$ cat src/csc_defines.svh
// Purpose: Shared constants of the clock-source control and monitor block.
// Assumes: A 10 MHz block clock.
// Notes:   Timing counts are derived from times in nanoseconds.
`ifndef CSC_DEFINES_SVH
`define CSC_DEFINES_SVH

// Clock output select encodings; 4'h0 to 4'h3 give no clock.
`define CSC_CKOUT_SYS        4'h4
`define CSC_CKOUT_INTERNAL_RC_8M      4'h5
`define CSC_CKOUT_HIGH_SPEED_CRYSTAL      4'h6
`define CSC_CKOUT_PLL_HALF   4'h7
`define CSC_CKOUT_PLL1       4'h8
`define CSC_CKOUT_PLL2_HALF  4'h9
`define CSC_CKOUT_EXTERNAL_SOURCE_ONE       4'ha
`define CSC_CKOUT_PLL2       4'hb

// Bit positions in the synchronised source vector.
`define CSC_SRC_LS_OSC     0
`define CSC_SRC_LS_PIN     1
`define CSC_SRC_HS_OSC     2
`define CSC_SRC_HS_PIN     3
`define CSC_SRC_INTERNAL_RC_8M      4
`define CSC_SRC_INTERNAL_RC_48M     5
`define CSC_SRC_INTERNAL_RC_40K     6
`define CSC_SRC_PLL        7
`define CSC_SRC_PLL_HALF   8
`define CSC_SRC_PLL1       9
`define CSC_SRC_PLL2_HALF  10
`define CSC_SRC_EXTERNAL_SOURCE_ONE       11
`define CSC_SRC_PLL2       12
`define CSC_SRC_PWR_GOOD   13
`define CSC_SRC_WIDTH      14

// Timing.
`define CSC_CLK_PERIOD_NS   100
`define CSC_LS_STABLE_EDGES 16'h0010
`define CSC_HS_FAIL_TIME_NS 2000
`define CSC_HS_FAIL_CYCLES \
   ((`CSC_HS_FAIL_TIME_NS + `CSC_CLK_PERIOD_NS - 1) / `CSC_CLK_PERIOD_NS)

`endif

$ cat src/csc_pkg.sv
// Purpose: Types of the clock-source control and monitor block.
// Assumes: Nothing beyond the shared defines.
// Notes:   Encodings of the source selects are fixed here.
package csc_pkg;

   typedef enum logic [1:0] {
      CSC_SYS_INTERNAL_RC_8M = 2'b00,
      CSC_SYS_HIGH_SPEED_CRYSTAL = 2'b01,
      CSC_SYS_PLL   = 2'b10
   } csc_sys_src_e;

   typedef enum logic [1:0] {
      CSC_PREF_HIGH_SPEED_CRYSTAL  = 2'b00,
      CSC_PREF_INTERNAL_RC_8M  = 2'b01,
      CSC_PREF_INTERNAL_RC_48M = 2'b10
   } csc_pll_ref_e;

   typedef enum logic [1:0] {
      CSC_RTC_NONE   = 2'b00,
      CSC_RTC_LOW_SPEED_CRYSTAL  = 2'b01,
      CSC_RTC_INTERNAL_RC_40K = 2'b10,
      CSC_RTC_HIGH_SPEED_CRYSTAL  = 2'b11
   } csc_rtc_src_e;

   typedef enum logic [1:0] {
      CSC_LS_OFF      = 2'b00,
      CSC_LS_STARTING = 2'b01,
      CSC_LS_STABLE   = 2'b10
   } csc_ls_state_e;

   typedef logic [3:0] csc_ckout_sel_t;

endpackage

$ cat src/csc_sync.sv
// Purpose: Two-flop synchroniser for a vector of independent levels.
// Assumes: Each bit is unrelated to the others.
// Notes:   Only the second stage is visible outside.
`timescale 1ns/1ps
`default_nettype none
module csc_sync #(
   parameter int WIDTH = 1
) (
   // Clock and reset
   input  wire  logic             clk,
   input  wire  logic             resetn,
   // Data
   input  wire  logic [WIDTH-1:0] async_in,
   output var   logic [WIDTH-1:0] sync_out
);

   logic [WIDTH-1:0] stage1;

   always_ff @(posedge clk) begin
      if (!resetn) begin
         stage1   <= '0;
         sync_out <= '0;
      end else begin
         stage1   <= async_in;
         sync_out <= stage1;
      end
   end

endmodule
`default_nettype wire

$ cat src/csc_top.sv
// Purpose: Clock-source control, clock output selection and crystal monitor.
// Assumes: Sources arrive as pins sampled at 10 MHz; bits are plain ports.
// Notes:   Clock paths are modelled as sampled levels, not glitch-free muxes.
`include "csc_defines.svh"
`timescale 1ns/1ps
`default_nettype none

// What this block does
// - Clock output carries the source picked by the 4-bit output select.
// - Low-speed oscillator runs while its enable bit is set.
// - A read-only flag shows the low-speed clock has become stable.
// - Stable event interrupts only while its interrupt enable is 1.
// - Bypass with enable takes the low-speed pin directly as clock.
// - High-speed clock comes from its pin only when bypass is set.
// - Loop reference is high-speed crystal, 8 MHz RC or 48 MHz RC.
// - Monitored crystal failure stops the crystal and sets failure flag.
// - Crystal failure raises a non-maskable interrupt request.
// - Failure moves a crystal-fed system clock to the 8 MHz RC.
// - Failure disables a crystal-fed loop; software redoes RTC source.
// - RTC on 40 kHz RC stops without main power, then resumes.
module csc_top
   import csc_pkg::*;
#(
   parameter int RTC_WIDTH = 32
) (
   // Clock and reset
   input  wire  logic                   clk,
   input  wire  logic                   resetn,
   // Software control
   input  wire  logic                   low_speed_osc_enable,
   input  wire  logic                   low_speed_bypass,
   input  wire  logic                   low_speed_stable_irq_enable,
   input  wire  logic                   low_speed_stable_clear,
   input  wire  logic                   high_speed_osc_enable,
   input  wire  logic                   high_speed_bypass,
   input  wire  logic                   clock_monitor_enable,
   input  wire  logic                   clock_failure_clear,
   input  wire  csc_pkg::csc_sys_src_e  sys_source_select,
   input  wire  csc_pkg::csc_pll_ref_e  pll_ref_select,
   input  wire  logic                   pll_enable,
   input  wire  csc_pkg::csc_rtc_src_e  rtc_source_select,
   input  wire  csc_pkg::csc_ckout_sel_t clock_output_select,
   // Source pins
   input  wire  logic                   low_speed_osc_in,
   input  wire  logic                   low_speed_pin_in,
   input  wire  logic                   high_speed_osc_in,
   input  wire  logic                   high_speed_pin_in,
   input  wire  logic                   internal_rc_8m_in,
   input  wire  logic                   internal_rc_48m_in,
   input  wire  logic                   internal_rc_40k_in,
   input  wire  logic                   pll_in,
   input  wire  logic                   pll_half_in,
   input  wire  logic                   second_loop_in,
   input  wire  logic                   third_loop_half_in,
   input  wire  logic                   external_source_one_in,
   input  wire  logic                   third_loop_in,
   input  wire  logic                   main_power_good,
   // Oscillator and loop controls
   output logic                         low_speed_osc_run,
   output logic                         high_speed_osc_run,
   output logic                         pll_run,
   output csc_pkg::csc_sys_src_e        sys_source_active,
   // Clocks
   output logic                         low_speed_clock,
   output logic                         high_speed_clock,
   output logic                         pll_ref_clock,
   output logic                         system_clock,
   output logic                         clock_output,
   // Status and events
   output logic                         low_speed_stable_flag,
   output logic                         low_speed_stable_irq,
   output logic                         clock_failure_flag,
   output logic                         nmi_request,
   output logic                         rtc_source_lost,
   output logic [RTC_WIDTH-1:0]         rtc_count
);

   import csc_pkg::*;

   localparam logic [15:0] HS_FAIL_CYCLES = 16'(`CSC_HS_FAIL_CYCLES);

   logic [`CSC_SRC_WIDTH-1:0] src;
   csc_ls_state_e             ls_state;
   logic [15:0]               ls_edges;
   logic                      ls_prev;
   logic                      hs_prev;
   logic [15:0]               hs_idle;
   logic                      hs_failed;
   logic                      fail_event;
   logic                      ls_stable_event;
   logic                      next_ls_clock;
   logic                      next_hs_clock;
   logic                      rtc_clk_sel;
   logic                      rtc_prev;

   ////////////////////////////////////////////////////////////////////////
   // Every source pin passes two flops before any logic looks at it.
   csc_sync #(
      .WIDTH (`CSC_SRC_WIDTH)
   ) u_sync (
      .clk      (clk),
      .resetn   (resetn),
      .async_in ({main_power_good, third_loop_in, external_source_one_in,
                  third_loop_half_in, second_loop_in, pll_half_in, pll_in,
                  internal_rc_40k_in, internal_rc_48m_in, internal_rc_8m_in,
                  high_speed_pin_in, high_speed_osc_in, low_speed_pin_in,
                  low_speed_osc_in}),
      .sync_out (src)
   );

   ////////////////////////////////////////////////////////////////////////
   // Low-speed oscillator.
   always_comb begin
      if (!low_speed_osc_run)
         next_ls_clock = 1'b0;
      else if (low_speed_bypass)
         next_ls_clock = src[`CSC_SRC_LS_PIN];
      else
         next_ls_clock = src[`CSC_SRC_LS_OSC];
   end

   always_ff @(posedge clk) begin
      if (!resetn) begin
         low_speed_osc_run <= 1'b0;
         low_speed_clock   <= 1'b0;
         ls_prev           <= 1'b0;
      end else begin
         low_speed_osc_run <= low_speed_osc_enable;
         low_speed_clock   <= next_ls_clock;
         ls_prev           <= low_speed_clock;
      end
   end

   // Stability is judged by a run of clock edges after start.
   assign ls_stable_event = (ls_state == CSC_LS_STARTING) &&
                            (ls_edges == `CSC_LS_STABLE_EDGES);

   always_ff @(posedge clk) begin
      if (!resetn) begin
         ls_state <= CSC_LS_OFF;
         ls_edges <= 16'h0000;
      end else begin
         case (ls_state)
            CSC_LS_OFF: begin
               ls_edges <= 16'h0000;
               if (low_speed_osc_run)
                  ls_state <= CSC_LS_STARTING;
            end
            CSC_LS_STARTING: begin
               if (!low_speed_osc_run)
                  ls_state <= CSC_LS_OFF;
               else if (ls_stable_event)
                  ls_state <= CSC_LS_STABLE;
               else if (low_speed_clock && !ls_prev)
                  ls_edges <= ls_edges + 16'h0001;
            end
            CSC_LS_STABLE: begin
               if (!low_speed_osc_run)
                  ls_state <= CSC_LS_OFF;
            end
            default: ls_state <= CSC_LS_OFF;
         endcase
      end
   end

   // A new stable event wins over a clear in the same cycle.
   always_ff @(posedge clk) begin
      if (!resetn) begin
         low_speed_stable_flag <= 1'b0;
         low_speed_stable_irq  <= 1'b0;
      end else begin
         low_speed_stable_flag <= ls_stable_event ||
            (low_speed_stable_flag && !low_speed_stable_clear &&
             low_speed_osc_run);
         low_speed_stable_irq  <= low_speed_stable_irq_enable &&
            (ls_stable_event ||
             (low_speed_stable_irq && !low_speed_stable_clear));
      end
   end

   ////////////////////////////////////////////////////////////////////////
   // High-speed crystal and its failure monitor.
   always_comb begin
      if (!high_speed_osc_run)
         next_hs_clock = 1'b0;
      else if (high_speed_bypass)
         next_hs_clock = src[`CSC_SRC_HS_PIN];
      else
         next_hs_clock = src[`CSC_SRC_HS_OSC];
   end

   // The monitor only counts while software says start-up is over.
   assign fail_event = clock_monitor_enable && high_speed_osc_run &&
                       (hs_idle == HS_FAIL_CYCLES);

   always_ff @(posedge clk) begin
      if (!resetn) begin
         high_speed_clock <= 1'b0;
         hs_prev          <= 1'b0;
         hs_idle          <= 16'h0000;
      end else begin
         high_speed_clock <= next_hs_clock;
         hs_prev          <= high_speed_clock;
         if (!clock_monitor_enable || !high_speed_osc_run ||
             (high_speed_clock != hs_prev))
            hs_idle <= 16'h0000;
         else if (hs_idle != HS_FAIL_CYCLES)
            hs_idle <= hs_idle + 16'h0001;
      end
   end

   // The crystal stays off after a failure until the flag is cleared.
   always_ff @(posedge clk) begin
      if (!resetn) begin
         hs_failed          <= 1'b0;
         high_speed_osc_run <= 1'b0;
         clock_failure_flag <= 1'b0;
         nmi_request        <= 1'b0;
         rtc_source_lost    <= 1'b0;
      end else begin
         hs_failed          <= fail_event ||
                               (hs_failed && !clock_failure_clear);
         high_speed_osc_run <= high_speed_osc_enable && !fail_event &&
                               !hs_failed;
         clock_failure_flag <= fail_event ||
            (clock_failure_flag && !clock_failure_clear);
         nmi_request        <= fail_event;
         rtc_source_lost    <= (fail_event &&
                                rtc_source_select == CSC_RTC_HIGH_SPEED_CRYSTAL) ||
            (rtc_source_lost && !clock_failure_clear);
      end
   end

   ////////////////////////////////////////////////////////////////////////
   // System clock and loop.
   always_ff @(posedge clk) begin
      if (!resetn) begin
         sys_source_active <= CSC_SYS_INTERNAL_RC_8M;
         pll_run           <= 1'b0;
      end else begin
         if ((fail_event || hs_failed) &&
             sys_source_select == CSC_SYS_HIGH_SPEED_CRYSTAL)
            sys_source_active <= CSC_SYS_INTERNAL_RC_8M;
         else
            sys_source_active <= sys_source_select;
         pll_run <= pll_enable && !((fail_event || hs_failed) &&
                    pll_ref_select == CSC_PREF_HIGH_SPEED_CRYSTAL);
      end
   end

   always_ff @(posedge clk) begin
      if (!resetn) begin
         pll_ref_clock <= 1'b0;
         system_clock  <= 1'b0;
      end else begin
         case (pll_ref_select)
            CSC_PREF_HIGH_SPEED_CRYSTAL:  pll_ref_clock <= high_speed_clock;
            CSC_PREF_INTERNAL_RC_8M:  pll_ref_clock <= src[`CSC_SRC_INTERNAL_RC_8M];
            CSC_PREF_INTERNAL_RC_48M: pll_ref_clock <= src[`CSC_SRC_INTERNAL_RC_48M];
            default:         pll_ref_clock <= 1'b0;
         endcase
         case (sys_source_active)
            CSC_SYS_HIGH_SPEED_CRYSTAL: system_clock <= high_speed_clock;
            CSC_SYS_PLL:   system_clock <= pll_run && src[`CSC_SRC_PLL];
            default:       system_clock <= src[`CSC_SRC_INTERNAL_RC_8M];
         endcase
      end
   end

   ////////////////////////////////////////////////////////////////////////
   // Clock output selector; the pin mux itself lies outside.
   always_ff @(posedge clk) begin
      if (!resetn) begin
         clock_output <= 1'b0;
      end else begin
         case (clock_output_select)
            `CSC_CKOUT_SYS:       clock_output <= system_clock;
            `CSC_CKOUT_INTERNAL_RC_8M:     clock_output <= src[`CSC_SRC_INTERNAL_RC_8M];
            `CSC_CKOUT_HIGH_SPEED_CRYSTAL:     clock_output <= high_speed_clock;
            `CSC_CKOUT_PLL_HALF:  clock_output <= src[`CSC_SRC_PLL_HALF];
            `CSC_CKOUT_PLL1:      clock_output <= src[`CSC_SRC_PLL1];
            `CSC_CKOUT_PLL2_HALF: clock_output <= src[`CSC_SRC_PLL2_HALF];
            `CSC_CKOUT_EXTERNAL_SOURCE_ONE:      clock_output <= src[`CSC_SRC_EXTERNAL_SOURCE_ONE];
            `CSC_CKOUT_PLL2:      clock_output <= src[`CSC_SRC_PLL2];
            default:              clock_output <= 1'b0;
         endcase
      end
   end

   ////////////////////////////////////////////////////////////////////////
   // Real-time counter. On the 40 kHz RC it holds while main power is
   // away; the low-speed and high-speed crystal sources are not gated by main power.
   always_comb begin
      case (rtc_source_select)
         CSC_RTC_LOW_SPEED_CRYSTAL:  rtc_clk_sel = low_speed_clock;
         CSC_RTC_INTERNAL_RC_40K: rtc_clk_sel = src[`CSC_SRC_INTERNAL_RC_40K] &&
                                       src[`CSC_SRC_PWR_GOOD];
         CSC_RTC_HIGH_SPEED_CRYSTAL:  rtc_clk_sel = high_speed_clock;
         default:        rtc_clk_sel = 1'b0;
      endcase
   end

   always_ff @(posedge clk) begin
      if (!resetn) begin
         rtc_prev  <= 1'b0;
         rtc_count <= '0;
      end else begin
         rtc_prev <= rtc_clk_sel;
         if (rtc_clk_sel && !rtc_prev)
            rtc_count <= rtc_count + RTC_WIDTH'(1);
      end
   end
endmodule
`default_nettype wire

$ cat config.mk
export PLATFORM = sky130hd
export DESIGN_NAME = csc_top
export DESIGN_NICKNAME = d
export VERILOG_FILES = /design/src/csc_pkg.sv /design/src/csc_sync.sv /design/src/csc_top.sv
export VERILOG_INCLUDE_DIRS = /design/src /design/src/src
export SDC_FILE = /design/constraint.sdc
export NUM_CORES = 1
export LEC_CHECK = 0
export BUFFER_PORTS_ARGS = -buffer_cell sky130_fd_sc_hd__buf_2
export CORE_MARGIN = 2
export CORE_UTILIZATION = 50
export DETAILED_ROUTE_END_ITERATION = 10
export GPL_TIMING_DRIVEN = 0
export PLACE_DENSITY = 0.81
export SYNTH_ARGS = -nofsm -noshare
export SYNTH_HDL_FRONTEND = slang
export SYNTH_SLANG_ARGS = --single-unit
export TNS_END_PERCENT = 100
$ cat constraint.sdc
create_clock -name clk -period 4.51 [get_ports clk]
set_input_delay 0.902 -clock clk [delete_from_list [all_inputs] [get_ports clk]]
set_output_delay 0.902 -clock clk [all_outputs]
set_load 0.005 [all_outputs]
# Yosys cells after proc, flatten, opt, wreduce, memory -nomap -nowiden
# Cells that the tools add are included.
# W data, S select, Z words.
[word_totals]
reg_bits = 113
out_inout_bits = 47
word_cells = 117
input_bits = 35
[classes]
n_mux = 15
reduce_logical = 46
n_bitwise = 1
n_eq_ne = 28
add_sub_neg = 3
[ops]
columns = ["cell", "count"]
rows = [
  ["$mux W16", 3],
  ["$add A16 B1 Y16 const B", 2],
  ["$add A32 B1 Y32 const B", 1],
  ["$eq A16 B5 Y1 const B", 2],
  ["$pmux W16 S2", 1],
  ["$logic_and A1 B1 Y1", 20],
  ["$eq A4 B3 Y1 const B", 4],
  ["$eq A4 B4 Y1 const B", 4],
  ["$ne A16 B5 Y1 const B", 1],
  ["$eq A2 B1 Y1 const B", 5],
  ["$eq A2 B2 Y1 const B", 5],
  ["$logic_not A1 Y1", 9],
  ["$logic_or A1 B1 Y1", 8],
  ["$mux W2", 4],
  ["$ne A2 B2 Y1 const B", 4],
  ["$pmux W1 S8", 1],
  ["$pmux W1 S3", 2],
  ["$pmux W2 S3", 1],
  ["$logic_not A2 Y1", 2],
  ["$reduce_and A2 Y1", 2],
  ["$reduce_and A4 Y1", 1],
  ["$reduce_or A2 Y1", 2],
  ["$ne A3 B3 Y1 const B", 1],
  ["$reduce_and A3 Y1", 1],
  ["6 further kinds", 7],
]

# Depth between registers and ports, before layout
# Gate-level depths: netlist of the first run.
[depth]
ltp_word = 6
depth_mapped = 7
mapped_depth_nobuf = 6

# Cells and area by module
# Synthesis of the first run repeated with hierarchy kept, for this count alone.
[unflattened]
cells_unflattened = 527
area_unflattened_um2 = 4943.5
[modules_own_cells]
columns = ["mod", "seq_area_each_um2", "cells_each", "instances", "area_each_um2"]
rows = [
  ["csc_top", 1701.6, 469, 1, 4157.7],
  ["csc_sync", 560.5, 58, 1, 785.8],
]

# Worst setup path after synthesis of the first run
# No wires, ideal clock.
[synth_path]
kind = "input-to-reg"
start = "input rtc_source_select[1]"
end = "register rtc_count[23]"
stages = 6
setup_slack_ps = 2386
path_buffers = 2
setup_time_ps = 135
arrival_time_ps = 1989
required_time_ps = 4375
cell_sequence = "mux2i_1 > mux2_4 > buf_6 > buf_2 > o311ai_0 > o41ai_1"
[synth_via]
elab_chain_len = 3
elab_cells_between_ends = 5
classes_between = "3 x eq/ne; 1 x mux; 1 x reduce/logical"
[synth_lines]
columns = ["element", "line", "text"]
rows = [
  ["start, declared", "csc_top.sv:41", "input wire csc_pkg::csc_rtc_src_e rtc_source_select,"],
  ["$eq A2 B2 Y1 / $eq A2 B1 Y1 (equally long branches)", "csc_top.sv:294", "case (rtc_source_select)"],
  ["$pmux W1 S3 (*)", "csc_top.sv:294", ""],
  ["$logic_and A1 B1 Y1 (*)", "csc_top.sv:309", "if (rtc_clk_sel && !rtc_prev)"],
  ["end signal, assigned", "csc_top.sv:310", "rtc_count <= rtc_count + RTC_WIDTH'(1);"],
  ["end, declared", "csc_top.sv:75", "output logic [RTC_WIDTH-1:0] rtc_count"],
]
# Every way passes the cells marked *; elsewhere a longest branch is shown, timed or not.
# A chain may end at the register's enable or synchronous reset.

# Worst setup path in the final report of the first run
[layout_path]
start = "register rtc_count[15]"
end = "register rtc_count[31]"
[layout_via]
elab_chain_len = 1
[layout_lines]
columns = ["element", "line"]
rows = [
  ["$add A32 B1 Y32", "csc_top.sv:310"],
]
# No other way between the ends.

==> results_dict.tcl, run 1 <==
set metrics [dict create \
    cts.sinks 113 \
    crit_path_end_kind "flop" \
    dieArea_mm2 0.0108 \
    worstPathMaxFanout 8 \
    synth-async-reset-ratio 0 \
    fin_worst_skew_ns 0.0113 \
    worstMarginPinSlew_ns 0.742 \
    power.internal_w 0.00180 \
    maxSlewViolCount 0 \
    pwr-share-clk 0.543 \
    grt_usage 0.231 \
    layout.cells.non_filler 798 \
    synth.distinct_cells 51 \
    crit_path_start_kind "flop" \
    ant_nets 0 \
    holdCritPathClass "flop to flop" \
    syn_area_mm2 0.00498 \
    design.core.area_mm2 0.00973 \
    finalCritPeriodShare 0.469 \
    holdBufCountCts 0 \
    leakage_nw 2.27 \
    synthTopCellsByArea "dfxtp_1 (45%), and2_1 (4.4%), a21oi_1 (4.2%), mux2i_1 (3.8%), nand2_1 (3.2%)" \
    drc 0 \
    max_clock_freq_ghz 0.473 \
    drt_wl_total_um 12400 \
    cts-resized-gates 0 \
    area_delta_synth_final_pct 23.1 \
    syn_nets 594 \
    nets 694 \
    netlist.top_cell.by_area "dfxtp_1" \
    rsz0062_at_grt "no" \
    crit_path_top_delay_cell "nor4_1" \
    grt_pass1_vias 4397 \
    fin_setup_tns_ns 0 \
    dr.pass1.iters 5 \
    dp.cells 766 \
    synthTopCellsByCount "dfxtp_1 (113), a21oi_1 (42), nand2_1 (42)" \
    pwr-share-comb 0.031 \
    port-buffer-count 81 \
    root_buffer "clkbuf_8" \
    grt_pass1_wl_um 20600 \
    clk_pin_slew_worst_paths_ns 0.07 \
    floorplan.initialDensity 0.512 \
    cp.arrival_ns 2.55 \
    detailroute.via_count 4630 \
    ios 82 \
    worst-setup-path-type "flop to flop" \
    viasPerCell 5.80 \
    num_rows 36 \
    die_h_um 104 \
    power.switching_w 0.000591 \
    hold_viol_final 0 \
    cts_max_path_buffers 2 \
    post_cts_buffers 0 \
    antenna_found_initial 0 \
    period_needed_ns 2.12 \
    drt_iter0_markers 283 \
    maxSlewHeadroom 0.505 \
    ys_ff_latch 113 \
    final_util 0.630 \
    synth_edf_count 0 \
    dpl.hpwl_um 8500 \
    routedWlPerCell_um 15.5 \
    status "finished, final reports clean" \
    yosysSeqAreaShare 0.454 \
    peakVddDrop_mv 0.270 \
    path_cells "and4b_1, clkbuf_1, nand4_1, nor4_1, mux2i_1" \
    gp_congestion 0.855 \
    h-tree-depth 4 \
    layout-drive-gt1-share 0.200 \
    grt_max_degree 17 \
    grt.overflow.total 0 \
    pwr_density_cell_mw_per_mm2 391 \
    yosysWarnings 0 \
    clk_latency_ns 0.52 \
    die_w_um 104 \
    cpPeakStageDelay_ns 0.54 \
    seqPwrFrac 0.427 \
    required_ns 4.94 \
    numCtsBuffers 17 \
    switching_share 0.247 \
    cts_tree "yes" \
    setup_viol 0 \
    synth_ff_type "dfxtp_1" \
    synth_cells 552 \
    diodes 0 \
    syn_area_per_cell_um2 9.02 \
    yosysMostFrequentCell "dfxtp_1" \
    drv_cap 0 \
    yosys.area.top_type_share 0.454 \
]
## final cells by class
type / instances / area (µm²)
buffer: 30 / 129
clock buffer: 17 / 414
clock inverter: 15 / 164
fill: 801 / 3600
inverter: 20 / 75.1
multi-input combinational: 389 / 2510
sequential: 113 / 2260
tap: 133 / 166
timing repair buffer: 81 / 405
## layout by cell type, fill, tap and decap left out, drive strengths merged, types with 4 or more instances in the layout
cell type	instances
or4	21
o41ai	6
inv	29
nand4	16
nor4b	6
buf	89
and2	35
nand2	43
a21oi	42
and4	8
clkbuf	39
dfxtp	113
or2	5
nor4	12
nand3	30
o31ai	19
a211oi	4
or3	10
nor3	6
nand3b	4
nor2	23
ha	7
xnor2	7
mux2i	19
o21ai	14
nand2b	16
## path summary, 6_finish.rpt
| check | from | endpoint | slack, ns | cells past startpoint |
|---|---|---|---|---|
| max reg2reg | rtc_count[15] | rtc_count[31] | 2.39 | 5 |
| min reg2reg | u_sync.stage1[6] | u_sync.sync_out[6] | 0.43 | 1 |
| max | rtc_count[15] | rtc_count[31] | 2.39 | 5 |
| min | u_sync.stage1[6] | u_sync.sync_out[6] | 0.43 | 1 |
## registers in the layout (all words and copies together), names as in the netlist, 2 cells and up
| signal | count |
|---|---|
| ls_state | 2 |
| u_sync.sync_out | 14 |
| hs_idle | 16 |
| ls_edges | 16 |
| u_sync.stage1 | 14 |
| sys_source_active | 2 |
| rtc_count | 32 |
## logic make-up after synthesis
family / count (synthesis) / synth area share
and+or+nand+nor: 251 / 0.295
DFF: 113 / 0.454
AOI/OAI and AO/OA: 99 / 0.124
buffers and inverters: 50 / 0.0410
muxes: 22 / 0.0503
xor gates and xnor gates: 10 / 0.0176
adders and majority gates: 7 / 0.0176
## power groups by stage
stage,clock [W],combinational (W),sequential [W]
global route,0.00136,0.0000813,0.00102
global placement,0,0.0000694,0.00104
detailed placement,0,0.0000719,0.00104
finish,0.00130,0.0000735,0.00102
floorplan,0,0.0000387,0.00104
CTS,0.00131,0.0000731,0.00102
## worst max-delay path: cells and delay by family (launching register included)
kind | cells | cell delay [ns]
and+or+nand+nor | 3 | 1.10
DFF | 1 | 0.44
muxes | 1 | 0.26
buffers and inverters | 1 | 0.23
## metal layers
layer,up-vias,GRT usage,part of all wire
li1,2220,-,-
met1,2214,0.280,0.42
met2,163,0.395,0.50
met3,33,0.0554,0.055
met4,0,0.0946,0.023
met5,-,0,0
## metrics by stage
| stage | cell area (µm²) | hold slack [ns] | power [W] | setup WS [ns] |
|---|---|---|---|---|
| after floorplan | 4980 | 0.412 | 0.00108 | 2.39 |
| after global placement | 5550 | 0.415 | 0.00111 | 2.09 |
| after detailed placement | 5550 | 0.417 | 0.00112 | 1.98 |
| after CTS | 6130 | 0.430 | 0.00241 | 2.44 |
| after global routing | 6130 | 0.444 | 0.00247 | 2.25 |
| final | 6130 | 0.430 | 0.00240 | 2.39 |
Note: power is estimated with default switching activity, not from simulation.
==> inputs of run 2 (changes only) <==
- ABC_AREA: not set -> 1
- PLACE_DENSITY: 0.81 -> 0.83
- clock period: 4.51 -> 1.9 ns (I/O delays scaled with it)
==> run 2 against run 1 <==
  * Non-clock buffer count is 11 lower
  * Die area is 7.0% higher
  * Sequential share of layout area is 2.2 points lower
  * Critical path depth is 2 higher
  * Clock skew is 0.0025 ns lower
  * Largest cell class unchanged
  * Highest routed layer unchanged
==> results_dict.tcl, run 2 <==
set metrics [dict create \
    status "finished, final reports clean" \
    maxSlewHeadroom 0.547 \
    syn_nets 828 \
    maxSlewViolCount 0 \
    required_ns 2.29 \
    fin_worst_skew_ns 0.00879 \
    gp_congestion 0.891 \
    dpl.hpwl_um 8890 \
    design.core.area_mm2 0.0103 \
    top_register "rtc_count" \
    detailroute.via_count 5203 \
    synthTopCellsByCount "nand2_1 (197), nor2_1 (129), inv_1 (122)" \
    dp.cells 1003 \
    peakVddDrop_mv 0.808 \
    crit_path_top_delay_cell "dfxtp_2" \
    holdBufCountCts 0 \
    drv_cap 0 \
    fillers 910 \
    numCtsBuffers 17 \
    diodes 0 \
    worstPathMaxFanout 4 \
    dieArea_mm2 0.0115 \
    largest_reg_flops 32 \
    synth_ff_type "dfxtp_1" \
    crit_path_start_kind "flop" \
    layout_commonest_cell "nand2_1" \
    die_w_um 107 \
    drt_wl_total_um 12800 \
    grt.overflow.total 0 \
    synth.distinct_cells 37 \
    syn_area_mm2 0.00534 \
    floorplan.initialDensity 0.517 \
    cts_tree "yes" \
    cp_top_family "simple AND/OR/NAND/NOR gates" \
    syn_area_per_cell_um2 6.79 \
    layout-drive-gt1-share 0.162 \
    cpPeakStageDelay_ns 0.37 \
    cp.arrival_ns 2.11 \
    pwr_density_cell_mw_per_mm2 877 \
    max_clock_freq_ghz 0.583 \
    grt_pass1_wl_um 21700 \
    grt_pass1_vias 4765 \
    synth_cells 786 \
    hold_viol_final 0 \
    ant_nets 0 \
    grt_usage 0.237 \
    area_delta_synth_final_pct 22.3 \
    largestRegisters "rtc_count x32, hs_idle x16, ls_edges x16" \
    rrSetupSlack_ns 0.18 \
    antenna_found_initial 0 \
    dp_slack_ns 0.0967 \
    viasPerCell 5.02 \
    setup_ws_ns 0.185 \
    finalCritPeriodShare 0.903 \
    nets 930 \
    cts.sinks 113 \
    drt_iter0_markers 400 \
    startpoint "rtc_count[0]" \
    rr_startpoint "rtc_count[0]" \
    clk_latency_ns 0.53 \
    ios 82 \
    yosysWarnings 0 \
    ys_ff_latch 113 \
    synth_edf_count 0 \
    path_buf_inv 0 \
    num_rows 37 \
    cpMostUsedCell "nor2_1" \
    holdWs_ns 0.0368 \
    root_buffer "clkbuf_8" \
    routedWlPerCell_um 12.4 \
    holdCritPathClass "primary input to flop" \
    synth-async-reset-ratio 0 \
    most-common-layout-cells "nand2_1 (197), nor2_1 (128), inv_1 (122), dfxtp_1 (111), buf_2 (85)" \
    clk_pin_slew_worst_paths_ns 0.06 \
    grt_max_degree 17 \
    worst-setup-path-type "flop to flop" \
    yosys.area.top_type_share 0.424 \
    drc 0 \
    crit_path_end_kind "flop" \
    regArea_mm2 0.00226 \
    path_cells "ha_2, nand3_2, nor2_4, nand2_1, nor2_1, xor2_1, nor2_1" \
    dr.pass1.iters 5 \
    fin_setup_tns_ns 0 \
    leakage_nw 2.99 \
    netlist.top_cell.by_area "dfxtp_1" \
    yosysSeqAreaShare 0.424 \
    period_needed_ns 1.72 \
    final_util 0.632 \
    yosysMostFrequentCell "nand2_1" \
    worstMarginPinSlew_ns 0.679 \
    cts_max_path_buffers 2 \
    multi_input_area_mm2 0.00254 \
    die_h_um 107 \
    port-buffer-count 81 \
    cp.depth 7 \
    layout.cells.non_filler 1037 \
    synthTopCellsByArea "dfxtp_1 (42%), nand2_1 (14%), nor2_1 (9.1%), inv_1 (8.6%), nand3_1 (4.6%)" \
    crit_end "rtc_count[10]" \
    reg2reg_to "rtc_count[10]" \
    rsz0062_at_grt "no" \
    h-tree-depth 4 \
    r2r_cells 7 \
    setup_viol 0 \
]
run 2: cell count changes in the layout (fill, tap and decap cells not counted), sizes merged, moves of 18 or more:
cell,before,now
and2,35,0
mux2i,19,1
nor2,23,138
nand2,43,198
inv,29,129
o31ai,19,0
nand3,30,54
or4,21,0
run 2: worst register-to-register path: stages, from the launching register on:
cell,delay (ns)
dfxtp_2,0.37
ha_2,0.23
nand3_2,0.15
nor2_4,0.16
nand2_1,0.14
nor2_1,0.31
xor2_1,0.18
nor2_1,0.05
run 2: what timing repair did:
action,in CTS,in global routing
gates resized for setup,0,6
setup endpoints to repair,0,8
buffers inserted,0,2
run 2: worst min-delay path by stage:
stage	start	end	cells after the start
floorplan	u_sync.stage1[0]	u_sync.sync_out[0]	2
global placement	u_sync.stage1[12]	u_sync.sync_out[12]	2
detailed placement	u_sync.stage1[4]	u_sync.sync_out[4]	2
CTS	internal_rc_40k_in	u_sync.stage1[6]	3
global route	second_loop_in	u_sync.stage1[9]	3
finish	internal_rc_40k_in	u_sync.stage1[6]	3
run 2: cell type report:
type / count / share of cell area
Buffer: 17 / 0.0125
Clock buffer: 18 / 0.0656
Clock inverter: 14 / 0.0234
Inverter: 125 / 0.0723
Multi-Input combinational cell: 531 / 0.389
Sequential cell: 113 / 0.347
Tap cell: 136 / 0.0261
Timing Repair Buffer: 83 / 0.0644
run 2: kinds of logic after synthesis:
group / Yosys count / share of synthesized area
flops: 113 / 0.424
compound gates: 71 / 0.0712
simple gates: 436 / 0.357
xor+xnor: 16 / 0.0262
mux: 1 / 0.00187
fa+ha+maj: 7 / 0.0164
buf+inv: 142 / 0.104
run 2: report_power, final:
part           leakage [nW]  switching (W)  internal, W
Clock                 0.286        0.00118      0.00191
Sequential            0.919      0.0000180      0.00241
Combinational          1.78       0.000129    0.0000770
run 2: metal layers:
| layer | GRT usage | up-vias | share of wire |
|---|---|---|---|
| met5 | 0 | - | 0 |
| li1 | - | 2679 | - |
| met2 | 0.374 | 170 | 0.47 |
| met1 | 0.307 | 2332 | 0.45 |
| met3 | 0.0654 | 22 | 0.065 |
| met4 | 0.0962 | 0 | 0.018 |
run 2: stage by stage:
step           total power [W]  area (µm²)
6_report               0.00573        6530
5_1_grt                0.00590        6530
4_1_cts                0.00576        6490
3_5_place_dp           0.00268        5910
3_3_place_gp           0.00268        5910
2_1_floorplan          0.00259        5340
==> inputs of run 3 (changes only) <==
- CORE_ASPECT_RATIO: not set -> 2
- CTS_CLUSTER_SIZE: not set -> 28
==> run 3 against run 2 <==
  * Sequential power is essentially flat
  * Cell count is essentially flat
  * Sequential share of layout area shrank 0.12 points
  * Flip-flop and latch count is the same
  * Clock power grew 6%
  * Clock skew is essentially flat
  * Largest power group unchanged
  * Hold slack gained 0.11 ns
  * Combinational power is essentially flat
  * Final area grew 0.25%
  * Critical path depth grew 2
==> results_dict.tcl, run 3 (synthesis gave the netlist of run 2 again) <==
set metrics [dict create \
    cp.arrival_ns 2.08 \
    antenna_found_initial 1 \
    dieArea_mm2 0.0116 \
    h-tree-depth 4 \
    fin_setup_tns_ns 0 \
    fin_worst_skew_ns 0.00927 \
    most-common-layout-cells "nand2_1 (197), nor2_1 (129), inv_1 (122), dfxtp_1 (113), buf_2 (85)" \
    path_buf_inv 1 \
    ant_nets 0 \
    top_register "rtc_count" \
    cp_top_family "simple AND/OR/NAND/NOR gates" \
    power.internal_w 0.00462 \
    rsz0062_at_grt "no" \
    clk_latency_ns 0.42 \
    leakage_nw 2.99 \
    holdCritPathClass "primary input to flop" \
    pwr-share-clk 0.555 \
    area_delta_synth_final_pct 22.6 \
    rrSetupSlack_ns 0.18 \
    die_h_um 150 \
    cpPeakStageDelay_ns 0.38 \
    grt_usage 0.244 \
    startpoint "rtc_count[1]" \
    setup_viol 0 \
    maxSlewHeadroom 0.538 \
    finalCritPeriodShare 0.906 \
    crit_end "rtc_count[26]" \
    drv_cap 0 \
    grt_most_used_layer "met2" \
    ios 82 \
    gp_congestion 0.961 \
    dpl.hpwl_um 9930 \
    drt_iter0_markers 249 \
    grt_pass1_vias 5008 \
    grt_pass1_wl_um 22300 \
    grt.overflow.total 0 \
    worstMarginPinSlew_ns 0.693 \
    crit_path_end_kind "flop" \
    design.core.area_mm2 0.0105 \
    layout-drive-gt1-share 0.157 \
    switching_share 0.220 \
    hold_viol_final 0 \
    floorplan.initialDensity 0.510 \
    post_cts_buffers 0 \
    r2r_cells 9 \
    crit_path_start_kind "flop" \
    drc 0 \
    nets 928 \
    pwr_density_cell_mw_per_mm2 905 \
    grt_use_met1 0.233 \
    status "finished, final reports clean" \
    detailroute.via_count 5285 \
    reg2reg_to "rtc_count[26]" \
    dp_slack_ns 0.145 \
    routedWlPerCell_um 13.1 \
    numCtsBuffers 17 \
    maxSlewViolCount 0 \
    pwr-share-comb 0.035 \
    viasPerCell 5.10 \
    seqPwrFrac 0.411 \
    crit_path_top_delay_cell "dfxtp_1" \
    path_cells "ha_2, nand3_2, nor2_4, nand4_1, nor2_4, nand3_1, nand2_1, inv_1, nor2_1" \
    cts-resized-gates 0 \
    num_rows 53 \
    drt_wl_total_um 13600 \
    holdBufCountCts 0 \
    peakVddDrop_mv 0.808 \
    grt_use_met2 0.460 \
    rr_startpoint "rtc_count[1]" \
    port-buffer-count 81 \
    cts.sinks 113 \
    setup_ws_ns 0.179 \
    period_needed_ns 1.72 \
    cts_tree "yes" \
    cpMostUsedCell "nor2_4" \
    dr.pass1.iters 5 \
    root_buffer "clkbuf_16" \
    cts_max_path_buffers 2 \
    power.switching_w 0.00130 \
    worst-setup-path-type "flop to flop" \
    max_clock_freq_ghz 0.581 \
    die_w_um 77.1 \
    layout_commonest_cell "nand2_1" \
    largestRegisters "rtc_count x32, hs_idle x16, ls_edges x16" \
    required_ns 2.26 \
    grtUsageMet3 0.0588 \
    cp.depth 9 \
    worstPathMaxFanout 6 \
    clk_pin_slew_worst_paths_ns 0.06 \
    grt_max_degree 17 \
    largest_reg_flops 32 \
]
run 3: cell type report:
type / instances / area, µm²
clock buffer: 19 / 453
inverter: 125 / 472
sequential: 113 / 2260
tap: 137 / 171
timing repair buffer: 81 / 405
buffer: 17 / 81.3
fill: 962 / 3930
clock inverter: 12 / 155
multi-input combinational: 531 / 2540
antenna: 1 / 2.50
run 3: worst min-delay path by stage:
stage / cells past startpoint / start / endpoint
6_report: 3 / third_loop_in / u_sync.stage1[12]
3_3_place_gp: 2 / u_sync.stage1[10] / u_sync.sync_out[10]
5_1_grt: 3 / internal_rc_48m_in / u_sync.stage1[5]
3_5_place_dp: 2 / u_sync.stage1[1] / u_sync.sync_out[1]
2_1_floorplan: 2 / u_sync.stage1[0] / u_sync.sync_out[0]
4_1_cts: 3 / third_loop_in / u_sync.stage1[12]
run 3: tightest hold or removal path: stages:
cell     delay (ns)
buf_2          0.07
nand2_1        0.04
inv_1          0.04
run 3: power by group through the flow:
stage	Sequential (W)	Combinational (W)	Clock (W)
final	0.00243	0.000205	0.00328
after global routing	0.00243	0.000234	0.00344
after CTS	0.00243	0.000207	0.00331
after detailed placement	0.00248	0.000206	0
after global placement	0.00248	0.000201	0
after floorplan	0.00248	0.000114	0
run 3: through the flow:
stage / hold slack [ns] / utilization / cells / total power, W / instance area (µm²)
floorplan: 0.390 / - / 786 / 0.00259 / 5340
global placement: 0.393 / 0.565 / 1004 / 0.00268 / 5920
detailed placement: 0.395 / 0.565 / 1004 / 0.00269 / 5920
CTS: 0.133 / 0.623 / 1035 / 0.00595 / 6520
global route: 0.150 / 0.625 / 1036 / 0.00610 / 6540
finish: 0.142 / 0.625 / 1036 / 0.00592 / 6540
run 3: metal layers:
layer / wire, µm / part of all wire
met1: 4940 / 0.36
met2: 7290 / 0.54
met3: 603 / 0.044
met4: 758 / 0.056
met5: 0 / 0
